File: config.mk
export PLATFORM = sky130hd
export DESIGN_NAME = irq_priority_sense_control
export DESIGN_NICKNAME = d
export VERILOG_FILES = /design/src/inc/irq_prio_pkg.sv /design/src/rtl/irq_priority_sense_control.sv
export VERILOG_INCLUDE_DIRS = /design/src /design/src/inc
export SDC_FILE = /design/constraint.sdc
export NUM_CORES = 1
export LEC_CHECK = 0
export BUFFER_PORTS_ARGS = -buffer_cell sky130_fd_sc_hd__buf_2
export CAP_MARGIN = 20
export CORE_ASPECT_RATIO = 1.25
export CORE_MARGIN = 4
export CORE_UTILIZATION = 54
export DETAILED_ROUTE_END_ITERATION = 6
export GPL_ROUTABILITY_DRIVEN = 0
export PLACE_DENSITY = 0.84
export SLEW_MARGIN = 20
export SYNTH_ARGS = -nofsm -noshare
export SYNTH_HDL_FRONTEND = slang
export SYNTH_SLANG_ARGS = --single-unit
export TNS_END_PERCENT = 50
File: constraint.sdc
create_clock -name clk -period 2 [get_ports clk]
set_clock_uncertainty 0.1 [all_clocks]
set_input_delay 0.1 -clock clk [delete_from_list [all_inputs] [get_ports clk]]
set_output_delay 0.1 -clock clk [all_outputs]
set_load 0.02 [all_outputs]
File: src/inc/irq_params_params.svh
// Register map, field positions, encodings and reset values of the
// interrupt priority and sense block.
// Assumes an APB slave with byte addresses and one register per word.
`ifndef IRQ_PARAMS_PARAMS_SVH
`define IRQ_PARAMS_PARAMS_SVH

// Register byte addresses
`define IPS_ADDR_W 8
`define IPS_OFS_SYS_CTL 8'h00
`define IPS_OFS_PRIO_A 8'h04
`define IPS_OFS_PRIO_B 8'h08
`define IPS_OFS_PRIO_C 8'h0C
`define IPS_OFS_EXT_EN 8'h10
`define IPS_OFS_SENSE 8'h14
`define IPS_OFS_FLAGS 8'h18

// Reset values
`define IPS_RST_SYS_CTL 8'h01
`define IPS_RST_BYTE 8'h00
`define IPS_RST_SENSE 16'h0000

// System control fields
`define IPS_SYS_WMASK 8'hB9
`define IPS_SYS_MODE_HI 5
`define IPS_SYS_MODE_LO 4
`define IPS_SYS_NMI_EDGE 3
`define IPS_MODE_PLAIN 2'h0
`define IPS_MODE_PRIO 2'h1

// Priority A fields
`define IPS_PA_IRQ0 7
`define IPS_PA_IRQ1 6
`define IPS_PA_IRQ23 5
`define IPS_PA_IRQ45 4
`define IPS_PA_IRQ67 3
`define IPS_PA_XFER 2
`define IPS_PA_WDOG 1
// Priority B fields
`define IPS_PB_ADC 6
`define IPS_PB_PT0 5
`define IPS_PB_PT1 4
`define IPS_PB_PT2 3
// Priority C fields
`define IPS_PC_TMR0 7
`define IPS_PC_TMR1 6
`define IPS_PC_SER0 4
`define IPS_PC_SER1 3
`define IPS_PC_SER2 2

// Peripheral source count and order: xfer, wdog, adc, pt0..2, tmr0..1, ser0..2
`define IPS_NUM_PERIPH 11

`endif

File: src/inc/irq_prio_pkg.sv
// Types shared by the interrupt priority and sense block.
// Assumes irq_params_params.svh supplies the numeric constants.
package irq_prio_pkg;

  // Interrupt control mode as decoded from the mode field
  typedef enum logic {CTL_PLAIN, CTL_PRIORITY} ctl_mode_t;

  typedef logic [7:0] byte_t;

endpackage

File: src/rtl/irq_priority_sense_control.sv
// Interrupt controller register logic: control mode, NMI edge, priority
// levels, external request enables, sense selection and request flags.
// Assumes an APB master on clk, asynchronous pins for NMI, IRQ and standby,
// and CPU / transfer-controller handshakes on clk.
//
// The address map and the APB slave port were chosen for this implementation.
`include "irq_params_params.svh"

// Function
// - System control resets to 01 on reset and hardware standby.
// - Mode field 00: maskable requests gated by CPU mask bit only.
// - Mode 01 uses mask, user mask and priority; 10/11 never written.
// - NMI edge select 0 requests NMI on falling edge, reset value.
// - NMI edge select 1 requests NMI on rising edge.
// - Priority bit set gives level 1, clear gives level 0.
// - All three priority registers clear to 00 on reset and standby.
// - Priority A bits map IRQ0, IRQ1, pairs, transfer controller, watchdog.
// - Priority B and C bits map ADC, pulse timers, 8-bit timers, serial.
// - Enable bit n enables external input n; register resets to 00.
// - Two-bit sense field: low level, falling, rising, both edges.
// - Sense select clears to 0000 on reset and hardware standby.
// - Low-level sensing sets flag n while input n is low.
// - Edge sensing sets flag n on the selected edge.
// - Flag cleared by reading 1 then writing 0; writing 1 keeps it.
// - Low-level mode: exception handling clears flag if input high.
// - Edge mode: exception handling clears flag.
// - Transfer controller activation with select bit 0 clears flag.
// - Flag register clears to 00 on reset and hardware standby.
// - Flags set regardless of the enable bits.
// - NMI is always accepted regardless of CPU mask bits.
module irq_priority_sense_control
(
  // Clock and reset
  input wire logic clk,
  input wire logic reset_n,
  // APB slave
  input wire logic psel,
  input wire logic penable,
  input wire logic pwrite,
  input wire logic [`IPS_ADDR_W-1:0] paddr,
  input wire logic [31:0] pwdata,
  output logic [31:0] prdata,
  output logic pready,
  output logic pslverr,
  // Pins, asynchronous
  input wire logic nmiPin,
  input wire logic [7:0] irqPin_n,
  input wire logic hwStandby,
  // CPU mask state and exception handling
  input wire logic cpuIMask,
  input wire logic cpuUserMask,
  input wire logic irqAck,
  input wire logic [2:0] irqAckNum,
  // Transfer controller activation
  input wire logic xferAct,
  input wire logic [2:0] xferActNum,
  input wire logic xferIntSelect,
  // Peripheral requests
  input wire logic [`IPS_NUM_PERIPH-1:0] periphReq,
  // Toward arbitration
  output logic nmiReq,
  output logic [7:0] extReq,
  output logic [7:0] extLevel,
  output logic [7:0] extAccept,
  output logic [`IPS_NUM_PERIPH-1:0] periphLevel,
  output logic [`IPS_NUM_PERIPH-1:0] periphAccept,
  output logic ctlMode
);

  localparam int NP = `IPS_NUM_PERIPH;

  // Registers
  irq_prio_pkg::byte_t sysCtl_ff;
  irq_prio_pkg::byte_t prioA_ff;
  irq_prio_pkg::byte_t prioB_ff;
  irq_prio_pkg::byte_t prioC_ff;
  irq_prio_pkg::byte_t extEn_ff;
  logic [15:0] sense_ff;
  irq_prio_pkg::byte_t flags_ff;
  irq_prio_pkg::byte_t nxt_flags;
  irq_prio_pkg::byte_t readSeen_ff;
  irq_prio_pkg::ctl_mode_t mode;

  // Synchronisers and edge history
  logic nmiSync1_ff;
  logic nmiSync2_ff;
  logic nmiPrev_ff;
  logic [7:0] irqSync1_ff;
  logic [7:0] irqSync2_ff;
  logic [7:0] irqPrev_ff;
  logic stbySync1_ff;
  logic stbySync2_ff;

  // Bus and derived vectors
  logic [31:0] prdata_ff;
  logic pready_ff;
  logic pslverr_ff;
  logic setupRd;
  logic wrEn;
  logic rdDone;
  logic mapped;
  logic [31:0] rdMux;
  logic [7:0] levelMask;
  logic [7:0] levelSet;
  logic [7:0] edgeSet;
  logic [7:0] ackVec;
  logic [7:0] xferVec;
  logic [7:0] swClr;
  logic [7:0] clrVec;
  logic [7:0] extLvl;
  logic [NP-1:0] perLvl;
  logic [7:0] passExt;
  logic [NP-1:0] passPer;

  // Outputs straight from flip-flops
  logic nmiReq_ff;
  logic [7:0] extReq_ff;
  logic [7:0] extLevel_ff;
  logic [7:0] extAccept_ff;
  logic [NP-1:0] periphLevel_ff;
  logic [NP-1:0] periphAccept_ff;
  logic ctlMode_ff;

  assign prdata = prdata_ff;
  assign pready = pready_ff;
  assign pslverr = pslverr_ff;
  assign nmiReq = nmiReq_ff;
  assign extReq = extReq_ff;
  assign extLevel = extLevel_ff;
  assign extAccept = extAccept_ff;
  assign periphLevel = periphLevel_ff;
  assign periphAccept = periphAccept_ff;
  assign ctlMode = ctlMode_ff;

  // Pin synchronisers; first stage feeds only the second
  always_ff @(posedge clk or negedge reset_n)
  begin
    if (!reset_n)
    begin
      nmiSync1_ff <= 1'b1;
      nmiSync2_ff <= 1'b1;
      nmiPrev_ff <= 1'b1;
      irqSync1_ff <= 8'hFF;
      irqSync2_ff <= 8'hFF;
      irqPrev_ff <= 8'hFF;
      stbySync1_ff <= 1'b0;
      stbySync2_ff <= 1'b0;
    end
    else
    begin
      nmiSync1_ff <= nmiPin;
      nmiSync2_ff <= nmiSync1_ff;
      nmiPrev_ff <= nmiSync2_ff;
      irqSync1_ff <= irqPin_n;
      irqSync2_ff <= irqSync1_ff;
      irqPrev_ff <= irqSync2_ff;
      stbySync1_ff <= hwStandby;
      stbySync2_ff <= stbySync1_ff;
    end
  end

  // APB decode; one wait-free access, answer prepared in setup
  assign setupRd = psel && !penable;
  assign wrEn = psel && penable && pready_ff && pwrite && !pslverr_ff;
  assign rdDone = psel && penable && pready_ff && !pwrite;

  always_comb
  begin
    mapped = 1'b1;
    rdMux = 32'h0000_0000;
    case (paddr)
      `IPS_OFS_SYS_CTL: rdMux[7:0] = sysCtl_ff;
      `IPS_OFS_PRIO_A: rdMux[7:0] = prioA_ff;
      `IPS_OFS_PRIO_B: rdMux[7:0] = prioB_ff;
      `IPS_OFS_PRIO_C: rdMux[7:0] = prioC_ff;
      `IPS_OFS_EXT_EN: rdMux[7:0] = extEn_ff;
      `IPS_OFS_SENSE: rdMux[15:0] = sense_ff;
      `IPS_OFS_FLAGS: rdMux[7:0] = flags_ff;
      default: mapped = 1'b0;
    endcase
  end

  // Answer lines; unmapped addresses give pslverr and zero data
  always_ff @(posedge clk or negedge reset_n)
  begin
    if (!reset_n)
    begin
      prdata_ff <= 32'h0000_0000;
      pready_ff <= 1'b0;
      pslverr_ff <= 1'b0;
    end
    else
    begin
      pready_ff <= setupRd;
      pslverr_ff <= setupRd && !mapped;
      if (setupRd)
      begin
        prdata_ff <= pwrite ? 32'h0000_0000 : rdMux;
      end
    end
  end

  // Control mode; prohibited codes are refused and the old mode kept
  // system control init
  always_ff @(posedge clk or negedge reset_n)
  begin
    if (!reset_n)
      sysCtl_ff <= `IPS_RST_SYS_CTL;
    else if (stbySync2_ff)
      sysCtl_ff <= `IPS_RST_SYS_CTL;
    else if (wrEn && paddr == `IPS_OFS_SYS_CTL && !pwdata[`IPS_SYS_MODE_HI])
      sysCtl_ff <= pwdata[7:0] & `IPS_SYS_WMASK;
  end

  always_ff @(posedge clk or negedge reset_n)
  begin
    if (!reset_n)
    begin
      prioA_ff <= `IPS_RST_BYTE;
      prioB_ff <= `IPS_RST_BYTE;
      prioC_ff <= `IPS_RST_BYTE;
    end
    else if (stbySync2_ff)
    begin
      prioA_ff <= `IPS_RST_BYTE;
      prioB_ff <= `IPS_RST_BYTE;
      prioC_ff <= `IPS_RST_BYTE;
    end
    else if (wrEn)
    begin
      if (paddr == `IPS_OFS_PRIO_A)
        prioA_ff <= pwdata[7:0];
      if (paddr == `IPS_OFS_PRIO_B)
        prioB_ff <= pwdata[7:0];
      if (paddr == `IPS_OFS_PRIO_C)
        prioC_ff <= pwdata[7:0];
    end
  end

  always_ff @(posedge clk or negedge reset_n)
  begin
    if (!reset_n)
    begin
      extEn_ff <= `IPS_RST_BYTE;
      sense_ff <= `IPS_RST_SENSE;
    end
    else if (stbySync2_ff)
    begin
      extEn_ff <= `IPS_RST_BYTE;
      sense_ff <= `IPS_RST_SENSE;
    end
    else if (wrEn)
    begin
      if (paddr == `IPS_OFS_EXT_EN)
        extEn_ff <= pwdata[7:0];
      if (paddr == `IPS_OFS_SENSE)
        sense_ff <= pwdata[15:0];
    end
  end

  always_comb
  begin
    for (int i = 0; i < 8; i++)
    begin
      levelMask[i] = !sense_ff[2*i] && !sense_ff[2*i+1];
      levelSet[i] = levelMask[i] && !irqSync2_ff[i];
      edgeSet[i] = (sense_ff[2*i] && irqPrev_ff[i] && !irqSync2_ff[i])
        || (sense_ff[2*i+1] && !irqPrev_ff[i] && irqSync2_ff[i]);
      ackVec[i] = irqAck && (irqAckNum == 3'(i));
      xferVec[i] = xferAct && !xferIntSelect && (xferActNum == 3'(i));
    end
  end

  // software clear only after a read returned 1
  assign swClr = (wrEn && paddr == `IPS_OFS_FLAGS) ? (readSeen_ff & ~pwdata[7:0]) : 8'h00;

  assign clrVec = swClr | (ackVec & (~levelMask | irqSync2_ff)) | xferVec;

  // Set wins over a clear in the same cycle
  // set ignores enables
  assign nxt_flags = levelSet | edgeSet | (flags_ff & ~clrVec);

  always_ff @(posedge clk or negedge reset_n)
  begin
    if (!reset_n)
      flags_ff <= `IPS_RST_BYTE;
    else if (stbySync2_ff)
      flags_ff <= `IPS_RST_BYTE;
    else
      flags_ff <= nxt_flags;
  end

  // bits that software has seen set; dropped once the flag falls
  always_ff @(posedge clk or negedge reset_n)
  begin
    if (!reset_n)
      readSeen_ff <= `IPS_RST_BYTE;
    else if (stbySync2_ff)
      readSeen_ff <= `IPS_RST_BYTE; // Standby drops arming so no stale clear follows
    else if (rdDone && paddr == `IPS_OFS_FLAGS)
      readSeen_ff <= (readSeen_ff | prdata_ff[7:0]) & nxt_flags;
    else
      readSeen_ff <= readSeen_ff & nxt_flags & ~swClr;
  end

  always_ff @(posedge clk or negedge reset_n)
  begin
    if (!reset_n)
      nmiReq_ff <= 1'b0;
    else if (sysCtl_ff[`IPS_SYS_NMI_EDGE])
      nmiReq_ff <= !nmiPrev_ff && nmiSync2_ff;
    else
      nmiReq_ff <= nmiPrev_ff && !nmiSync2_ff;
  end

  // priority A, B and C source map
  assign extLvl = {{2{prioA_ff[`IPS_PA_IRQ67]}}, {2{prioA_ff[`IPS_PA_IRQ45]}},
    {2{prioA_ff[`IPS_PA_IRQ23]}}, prioA_ff[`IPS_PA_IRQ1], prioA_ff[`IPS_PA_IRQ0]};
  assign perLvl = {prioC_ff[`IPS_PC_SER2], prioC_ff[`IPS_PC_SER1], prioC_ff[`IPS_PC_SER0],
    prioC_ff[`IPS_PC_TMR1], prioC_ff[`IPS_PC_TMR0], prioB_ff[`IPS_PB_PT2],
    prioB_ff[`IPS_PB_PT1], prioB_ff[`IPS_PB_PT0], prioB_ff[`IPS_PB_ADC],
    prioA_ff[`IPS_PA_WDOG], prioA_ff[`IPS_PA_XFER]};

  // plain mode uses the CPU mask only
  // priority mode adds user mask for level 0
  // level 1 escapes the user mask
  assign mode = (sysCtl_ff[`IPS_SYS_MODE_HI:`IPS_SYS_MODE_LO] == `IPS_MODE_PRIO)
    ? irq_prio_pkg::CTL_PRIORITY : irq_prio_pkg::CTL_PLAIN;

  always_comb
  begin
    passExt = 8'h00;
    passPer = '0;
    case (mode)
      irq_prio_pkg::CTL_PLAIN:
      begin
        passExt = {8{!cpuIMask}};
        passPer = {NP{!cpuIMask}};
      end
      irq_prio_pkg::CTL_PRIORITY:
      begin
        passExt = {8{!cpuIMask}} & (extLvl | {8{!cpuUserMask}});
        passPer = {NP{!cpuIMask}} & (perLvl | {NP{!cpuUserMask}});
      end
      default:
      begin
        passExt = 8'h00;
        passPer = '0;
      end
    endcase
  end

  // forward flag and enable with level
  always_ff @(posedge clk or negedge reset_n)
  begin
    if (!reset_n)
    begin
      extReq_ff <= 8'h00;
      extLevel_ff <= 8'h00;
      extAccept_ff <= 8'h00;
      periphLevel_ff <= '0;
      periphAccept_ff <= '0;
      ctlMode_ff <= 1'b0;
    end
    else
    begin
      extReq_ff <= flags_ff & extEn_ff;
      extLevel_ff <= extLvl;
      extAccept_ff <= flags_ff & extEn_ff & passExt;
      periphLevel_ff <= perLvl;
      periphAccept_ff <= periphReq & passPer;
      ctlMode_ff <= (mode == irq_prio_pkg::CTL_PRIORITY);
    end
  end
endmodule

==> results of run 1 <==
[cell type report]
type                            count  area (µm²)
Sequential cell                   161        4060
Fill cell                         792        3470
Multi-Input combinational cell    403        2610
Timing Repair Buffer              201        1370
Clock buffer                       20         447
Tap cell                          164         205
Clock inverter                     12         135
Inverter                            6        22.5
Antenna cell                        1        2.50
[routing by layer]
| layer | vias up | global-route usage | part of all wire |
|---|---|---|---|
| li1 | 2495 | - | - |
| met5 | - | 0 | 0 |
| met4 | 0 | 0.152 | 0.048 |
| met1 | 2746 | 0.321 | 0.37 |
| met3 | 83 | 0.0616 | 0.088 |
| met2 | 348 | 0.431 | 0.50 |
[power breakdown]
part	switching [W]	total (W)	internal [W]
clock network	0.00129	0.00316	0.00187
logic	0.000324	0.000535	0.000211
registers	0.0000428	0.00338	0.00334
total	0.00165	0.00708	0.00542
[sequential cells by signal, indices dropped and copies added, names as in the netlist, 5 cells and up]
register	flops
periphAccept	11
flags_ff	8
irqSync2_ff	8
prdata	16
extAccept	8
extEn_ff	8
irqPrev_ff	8
prioC_ff	8
sysCtl_ff	5
extLevel	5
irqSync1_ff	8
sense_ff	16
prioB_ff	8
readSeen_ff	8
extReq	8
prioA_ff	8
periphLevel	11
[final timing paths]
path                       depth (start not counted)  slack, ns         endpoint
setup reg to reg                                   5       0.20  periphAccept[0]
setup / recovery                                   7       0.03      sense_ff[9]
max in group asynchronous                          3       0.92    irqPrev_ff[6]
min in group asynchronous                          2       0.13      prioA_ff[5]
hold reg to reg                                    0       0.26   irqSync2_ff[7]
hold / removal                                     4       0.04     extAccept[0]
[worst reg2reg max path, stage by stage, from the launching register on]
cell,delay (ns)
dfrtp_1,0.42
nand3b_1,0.22
buf_4,0.18
nor2_1,0.10
nor3b_1,0.07
dlygate4sd3_1,0.59
[cells by family (layout without fill, tap and decap cells)]
kind of cell,count (synthesis),count (layout),share of synthesized area
AND/OR/NAND/NOR,227,227,0.181
multiplexers,49,49,0.0766
AO/OA/AOI/OAI,111,111,0.109
other,1,17,0.000544
buffers and inverters,55,239,0.0439
flip-flops,161,161,0.589
[repair_timing]
| action | 4_1_cts | 5_1_grt |
|---|---|---|
| setup buffers | 0 | 3 |
| hold endpoints to repair | 200 | 0 |
| hold buffers | 47 | 0 |
| setup endpoints to repair | 0 | 37 |
| gates resized for setup | 0 | 7 |
[synthesized netlist by cell type, types with 4 or more instances]
| library cell | n | area share |
|---|---|---|
| dfstp_2 | 28 | 0.11 |
| mux2i_1 | 46 | 0.067 |
| nand2b_1 | 10 | 0.0091 |
| nor3b_1 | 15 | 0.016 |
| o32ai_1 | 5 | 0.0064 |
| inv_1 | 6 | 0.0033 |
| nor2b_1 | 26 | 0.024 |
| nor2_1 | 61 | 0.033 |
| clkbuf_1 | 23 | 0.013 |
| a22o_1 | 8 | 0.010 |
| o2bb2ai_1 | 8 | 0.010 |
| buf_4 | 19 | 0.021 |
| o21ai_0 | 13 | 0.0094 |
| a21oi_1 | 33 | 0.024 |
| nand3_1 | 29 | 0.021 |
| a221oi_1 | 5 | 0.0064 |
| nand4_1 | 5 | 0.0045 |
| o221ai_1 | 4 | 0.0051 |
| dfrtp_1 | 133 | 0.48 |
| and2_1 | 15 | 0.014 |
| nand2_1 | 32 | 0.017 |
| a22oi_1 | 6 | 0.0065 |
| a31oi_1 | 9 | 0.0082 |
| nor3_1 | 11 | 0.0080 |
| o21ai_1 | 4 | 0.0029 |
[placed cells by master (no fill, tap or decap), drive strengths merged, types with 3 or more instances in the layout]
cell / count
nand4: 5
dlygate4sd3: 47
dfstp: 28
mux4: 3
a22oi: 6
nand3: 29
a21oi: 33
nor4b: 4
o32ai: 5
a211oi: 3
nor2: 61
dfrtp: 133
or4b: 3
nor4: 7
a22o: 8
a221oi: 5
inv: 7
o2bb2ai: 8
nor3: 11
clkinv: 5
nor3b: 15
mux2i: 46
nor2b: 26
o21ai: 17
conb: 16
and3: 3
o21a: 3
buf: 154
clkinvlp: 4
nand2b: 10
nand3b: 3
nand2: 32
and2: 15
a31oi: 9
clkbuf: 20
o221ai: 4
[through the flow]
step,TNS (ns),hold slack (ns),setup WS (ns)
3_3_place_gp,0,-0.00744,0.138
6_report,0,0.0362,0.0333
3_5_place_dp,0,0.00471,0.0748
4_1_cts,0,0.0122,0.0150
5_1_grt,-0.0271,0.0441,-0.00970
2_1_floorplan,0,-0.296,0.00872
==> results_dict.tcl, run 1 <==
set metrics [dict create \
    final_cell_count_no_fill 968 \
    synth_area_um2 6900 \
    slew_violations 0 \
    layout.core_utilization 0.719 \
    grt_first_pass_wirelength_mm 29.9 \
    yosysWarnings 0 \
    grt_max_degree 57 \
    clkSlewWorstSetupHoldPaths_ns 0.06 \
    port-buffer-count 126 \
    critical_path.cell_chain "dlygate4sd3_1 > buf_6 > or4b_4 > nor4_4 > buf_12 > mux2i_1 > nor2_1" \
    timing.critical_path.fanout_max 16 \
    async_flop_share 1.00 \
    timing.critical_path.to_type "flip-flop" \
    max-vdd-ir-drop_uv 632 \
    netlist-cell-type-count 51 \
    relSlewSlack 0.615 \
    final_period_minus_worst_setup_slack_ns 1.97 \
    grt_antenna_before_repair 0 \
    origin_of_the_critical_flop_to_flop_path "sysCtl_ff[5]" \
    avgViaCountPerCell 5.86 \
    first_global_vias 5831 \
    final-setup-viol-count 0 \
    placement_rows 45 \
    nets 867 \
    worstHoldStart "cpuUserMask" \
    finalCritPeriodShare 0.983 \
    grt_usage 0.265 \
    htree_levels 4 \
    cp.arrival_ns 2.16 \
    synth_enable_flop_cells 0 \
    ctsLongestPathBuffers 2 \
    avgRoutedWirePerCell_um 19.5 \
    ys_seq_elements 161 \
    cpPeakStageDelay_ns 0.59 \
    clock_tree_from_tritoncts "done" \
    post-dp-hpwl_mm 12.6 \
    timing.hold.worst.class "in -> reg" \
    flow.area_growth_from_synthesis_pct 28.5 \
    dpl.cell_count 885 \
    via_count 5672 \
    hold_violations 0 \
    io_pins 159 \
    dieWidth_um 109 \
    power.static_leakage_nw 4.22 \
    final_design_area_excluding_fillers_um2 8860 \
    postRouteAntennaNets 0 \
    dpl_cell_area_um2 7750 \
    synthFlopType "dfrtp_1" \
    max_cap_violations 0 \
    worst-path-buf-inv 3 \
    fmax_mhz 508 \
    synth_sequential_area_ratio 0.589 \
    setup.worst_path.start_class "primary input" \
    drt-total-wl_mm 18.9 \
    worstSetupPathType "in -> reg" \
    startpoint "paddr[3]" \
    status "completed" \
    insertion_delay_ns 0.42 \
    tritoncts_buffer_count 17 \
    total_grt_overflow 0 \
    cpMaxStageDelayCell "dlygate4sd3_1" \
    drt-initial-drc-count 436 \
    power_density_nw_per_um2 799 \
    clockRootBuffer "clkbuf_16" \
    synthCells 604 \
    initial_core_util 0.559 \
    clock-sinks 161 \
    die_height_um 134 \
    required_arrival_time_at_the_worst_endpoint_ns 2.19 \
    die-area_um2 14700 \
    post_route_cells_drive_above_1_share 0.280 \
    critical_path.top_delay_family "buffers and inverters" \
    tightest_slew_ns 0.576 \
    drt_pass1_iterations 7 \
    core_region_um2 12300 \
    synth.avg_cell_area_um2 11.4 \
    power_w 0.00708 \
    drt_drc_violations_left 0 \
]
No activity file was read; power rests on OpenSTA's default activity.
==> run 2, diff against run 1 <==
--- a/config.mk
+++ b/config.mk
@@ -13,6 +13,7 @@
 export CORE_UTILIZATION = 54
 export DETAILED_ROUTE_END_ITERATION = 6
 export GPL_ROUTABILITY_DRIVEN = 0
+export GPL_TIMING_DRIVEN = 0
 export PLACE_DENSITY = 0.84
 export SLEW_MARGIN = 20
 export SYNTH_ARGS = -nofsm -noshare
==> results_dict.tcl, run 2 (same netlist as run 1, synthesis figures left out) <==
set metrics [dict create \
    die_height_um 134 \
    io_pins 159 \
    tightest_slew_ns 0.986 \
    diodes 0 \
    avgRoutedWirePerCell_um 19.8 \
    max-vdd-ir-drop_uv 540 \
    most_common_library_cell_in_the_layout_ignoring_fill_and_taps "dfrtp_1" \
    fmax_mhz 522 \
    drt-initial-drc-count 511 \
    power_density_nw_per_um2 812 \
    hold_violations 0 \
    timing.critical_path.fanout_max 10 \
    flow.area_growth_from_synthesis_pct 29.1 \
    drt_drc_violations_left 0 \
    setup.worst_path.start_class "flip-flop" \
    drt_pass1_iterations 5 \
    origin_of_the_critical_flop_to_flop_path "pslverr" \
    grt_antenna_before_repair 0 \
    core_region_um2 12300 \
    first_global_vias 5876 \
    final-setup-viol-count 0 \
    required_arrival_time_at_the_worst_endpoint_ns 2.20 \
    startpoint "pslverr" \
    clockRootBuffer "clkbuf_16" \
    tritoncts_buffer_count 17 \
    postRouteAntennaNets 0 \
    clock_tree_from_tritoncts "done" \
    layout.cells.most_common_list "133 x dfrtp_1, 121 x buf_2, 61 x nor2_1" \
    initial_core_util 0.559 \
    final.fill_count 824 \
    final_period_minus_worst_setup_slack_ns 1.92 \
    port-buffer-count 120 \
    timing.hold.worst.class "in -> reg" \
    layout_setup_ws_ns 0.0837 \
    insertion_delay_ns 0.43 \
    avgViaCountPerCell 5.80 \
    finalSetupTns_ns 0 \
    drt-total-wl_mm 19.5 \
    post_route_cells_drive_above_1_share 0.275 \
    ctsLongestPathBuffers 2 \
    slew_violations 0 \
    grt_first_pass_wirelength_mm 30.8 \
    nets 883 \
    grt_max_degree 92 \
    max_cap_violations 0 \
    worstSetupPathType "reg -> reg" \
    timing.critical_path.to_type "flip-flop" \
    post-dp-hpwl_mm 13.3 \
    clkSlewWorstSetupHoldPaths_ns 0.07 \
    finalCritPeriodShare 0.958 \
    power.static_leakage_nw 4.25 \
    power_w 0.00723 \
    cp.arrival_ns 2.12 \
    via_count 5705 \
    clock-sinks 161 \
    total_grt_overflow 0 \
    status "completed" \
    worstHoldStart "pwdata[5]" \
    place_worst_setup_slack_ns -0.551 \
    grt_usage 0.275 \
    relSlewSlack 0.337 \
    htree_levels 4 \
    placement_rows 45 \
    dieWidth_um 109 \
    die-area_um2 14700 \
]
## run 2: cell types whose count changed in the layout (fill, tap and decap cells not counted), sizes merged
cell | previous run | this run
bufinv | 2 | 3
diode | 1 | 0
buf | 154 | 151
dlygate4sd3 | 47 | 43
clkbuf | 20 | 45
clkinv | 5 | 3
inv | 7 | 6
## run 2: power by group
| group | internal (W) | switching [W] | total [W] |
|---|---|---|---|
| registers | 0.00334 | 0.0000392 | 0.00338 |
| logic | 0.000216 | 0.000337 | 0.000553 |
| clock network | 0.00202 | 0.00128 | 0.00330 |
| total | 0.00558 | 0.00165 | 0.00723 |
## run 2: worst paths after layout
path	end	slack, ns	cells past startpoint
min in group asynchronous	prioA_ff[4]	0.12	2
hold reg to reg	stbySync2_ff	0.25	0
hold / removal	prioB_ff[5]	0.05	3
setup / recovery	sense_ff[9]	0.08	5
max in group asynchronous	irqSync1_ff[0]	0.86	3
setup reg to reg	sense_ff[9]	0.08	5
## run 2: critical path, cell delays in order (launching register included)
cell and delay, ns:
dfrtp_1 0.39, nand2b_1 0.27, nor4_4 0.43, buf_6 0.25, mux2i_1 0.26, nor2_1 0.08
## run 2: metrics by stage
step	hold slack [ns]	cells	util	area (µm²)
3_3_place_gp	0.104	903	0.629	7760
5_1_grt	0.0644	983	0.722	8900
3_5_place_dp	-0.0138	904	0.632	7790
4_1_cts	0.0226	980	0.718	8860
6_report	0.0483	983	0.722	8900
2_1_floorplan	-0.296	619	-	6950
## run 2: final cells by class
type                       count  area [µm²]  area share
inverter                       6        22.5     0.00253
sequential                   161        4060       0.456
tap                          164         205      0.0230
timing repair buffer         168        1110       0.125
multi-input combinational    403        2610       0.294
clock buffer                  22         464      0.0521
clock inverter                10         135      0.0152
buffer                        49         288      0.0323
## run 2: routing by layer
layer  routed length [µm]  vias up  part of all wire  global-route usage
met4                  934        0             0.048               0.138
met1                 7050     2749              0.36               0.324
li1                     -     2528                 -                   -
met5                    0        -                 0                   0
met3                 1650       79             0.085              0.0650
met2                 9830      349              0.50               0.466
## run 2: what timing repair did
item | in CTS | in global routing
setup buffers | 1 | 3
hold buffers | 43 | 0
hold endpoints to repair | 143 | 0
endpoints found under the setup margin | 45 | 50
resized for setup | 5 | 8
pin swaps | 2 | 2
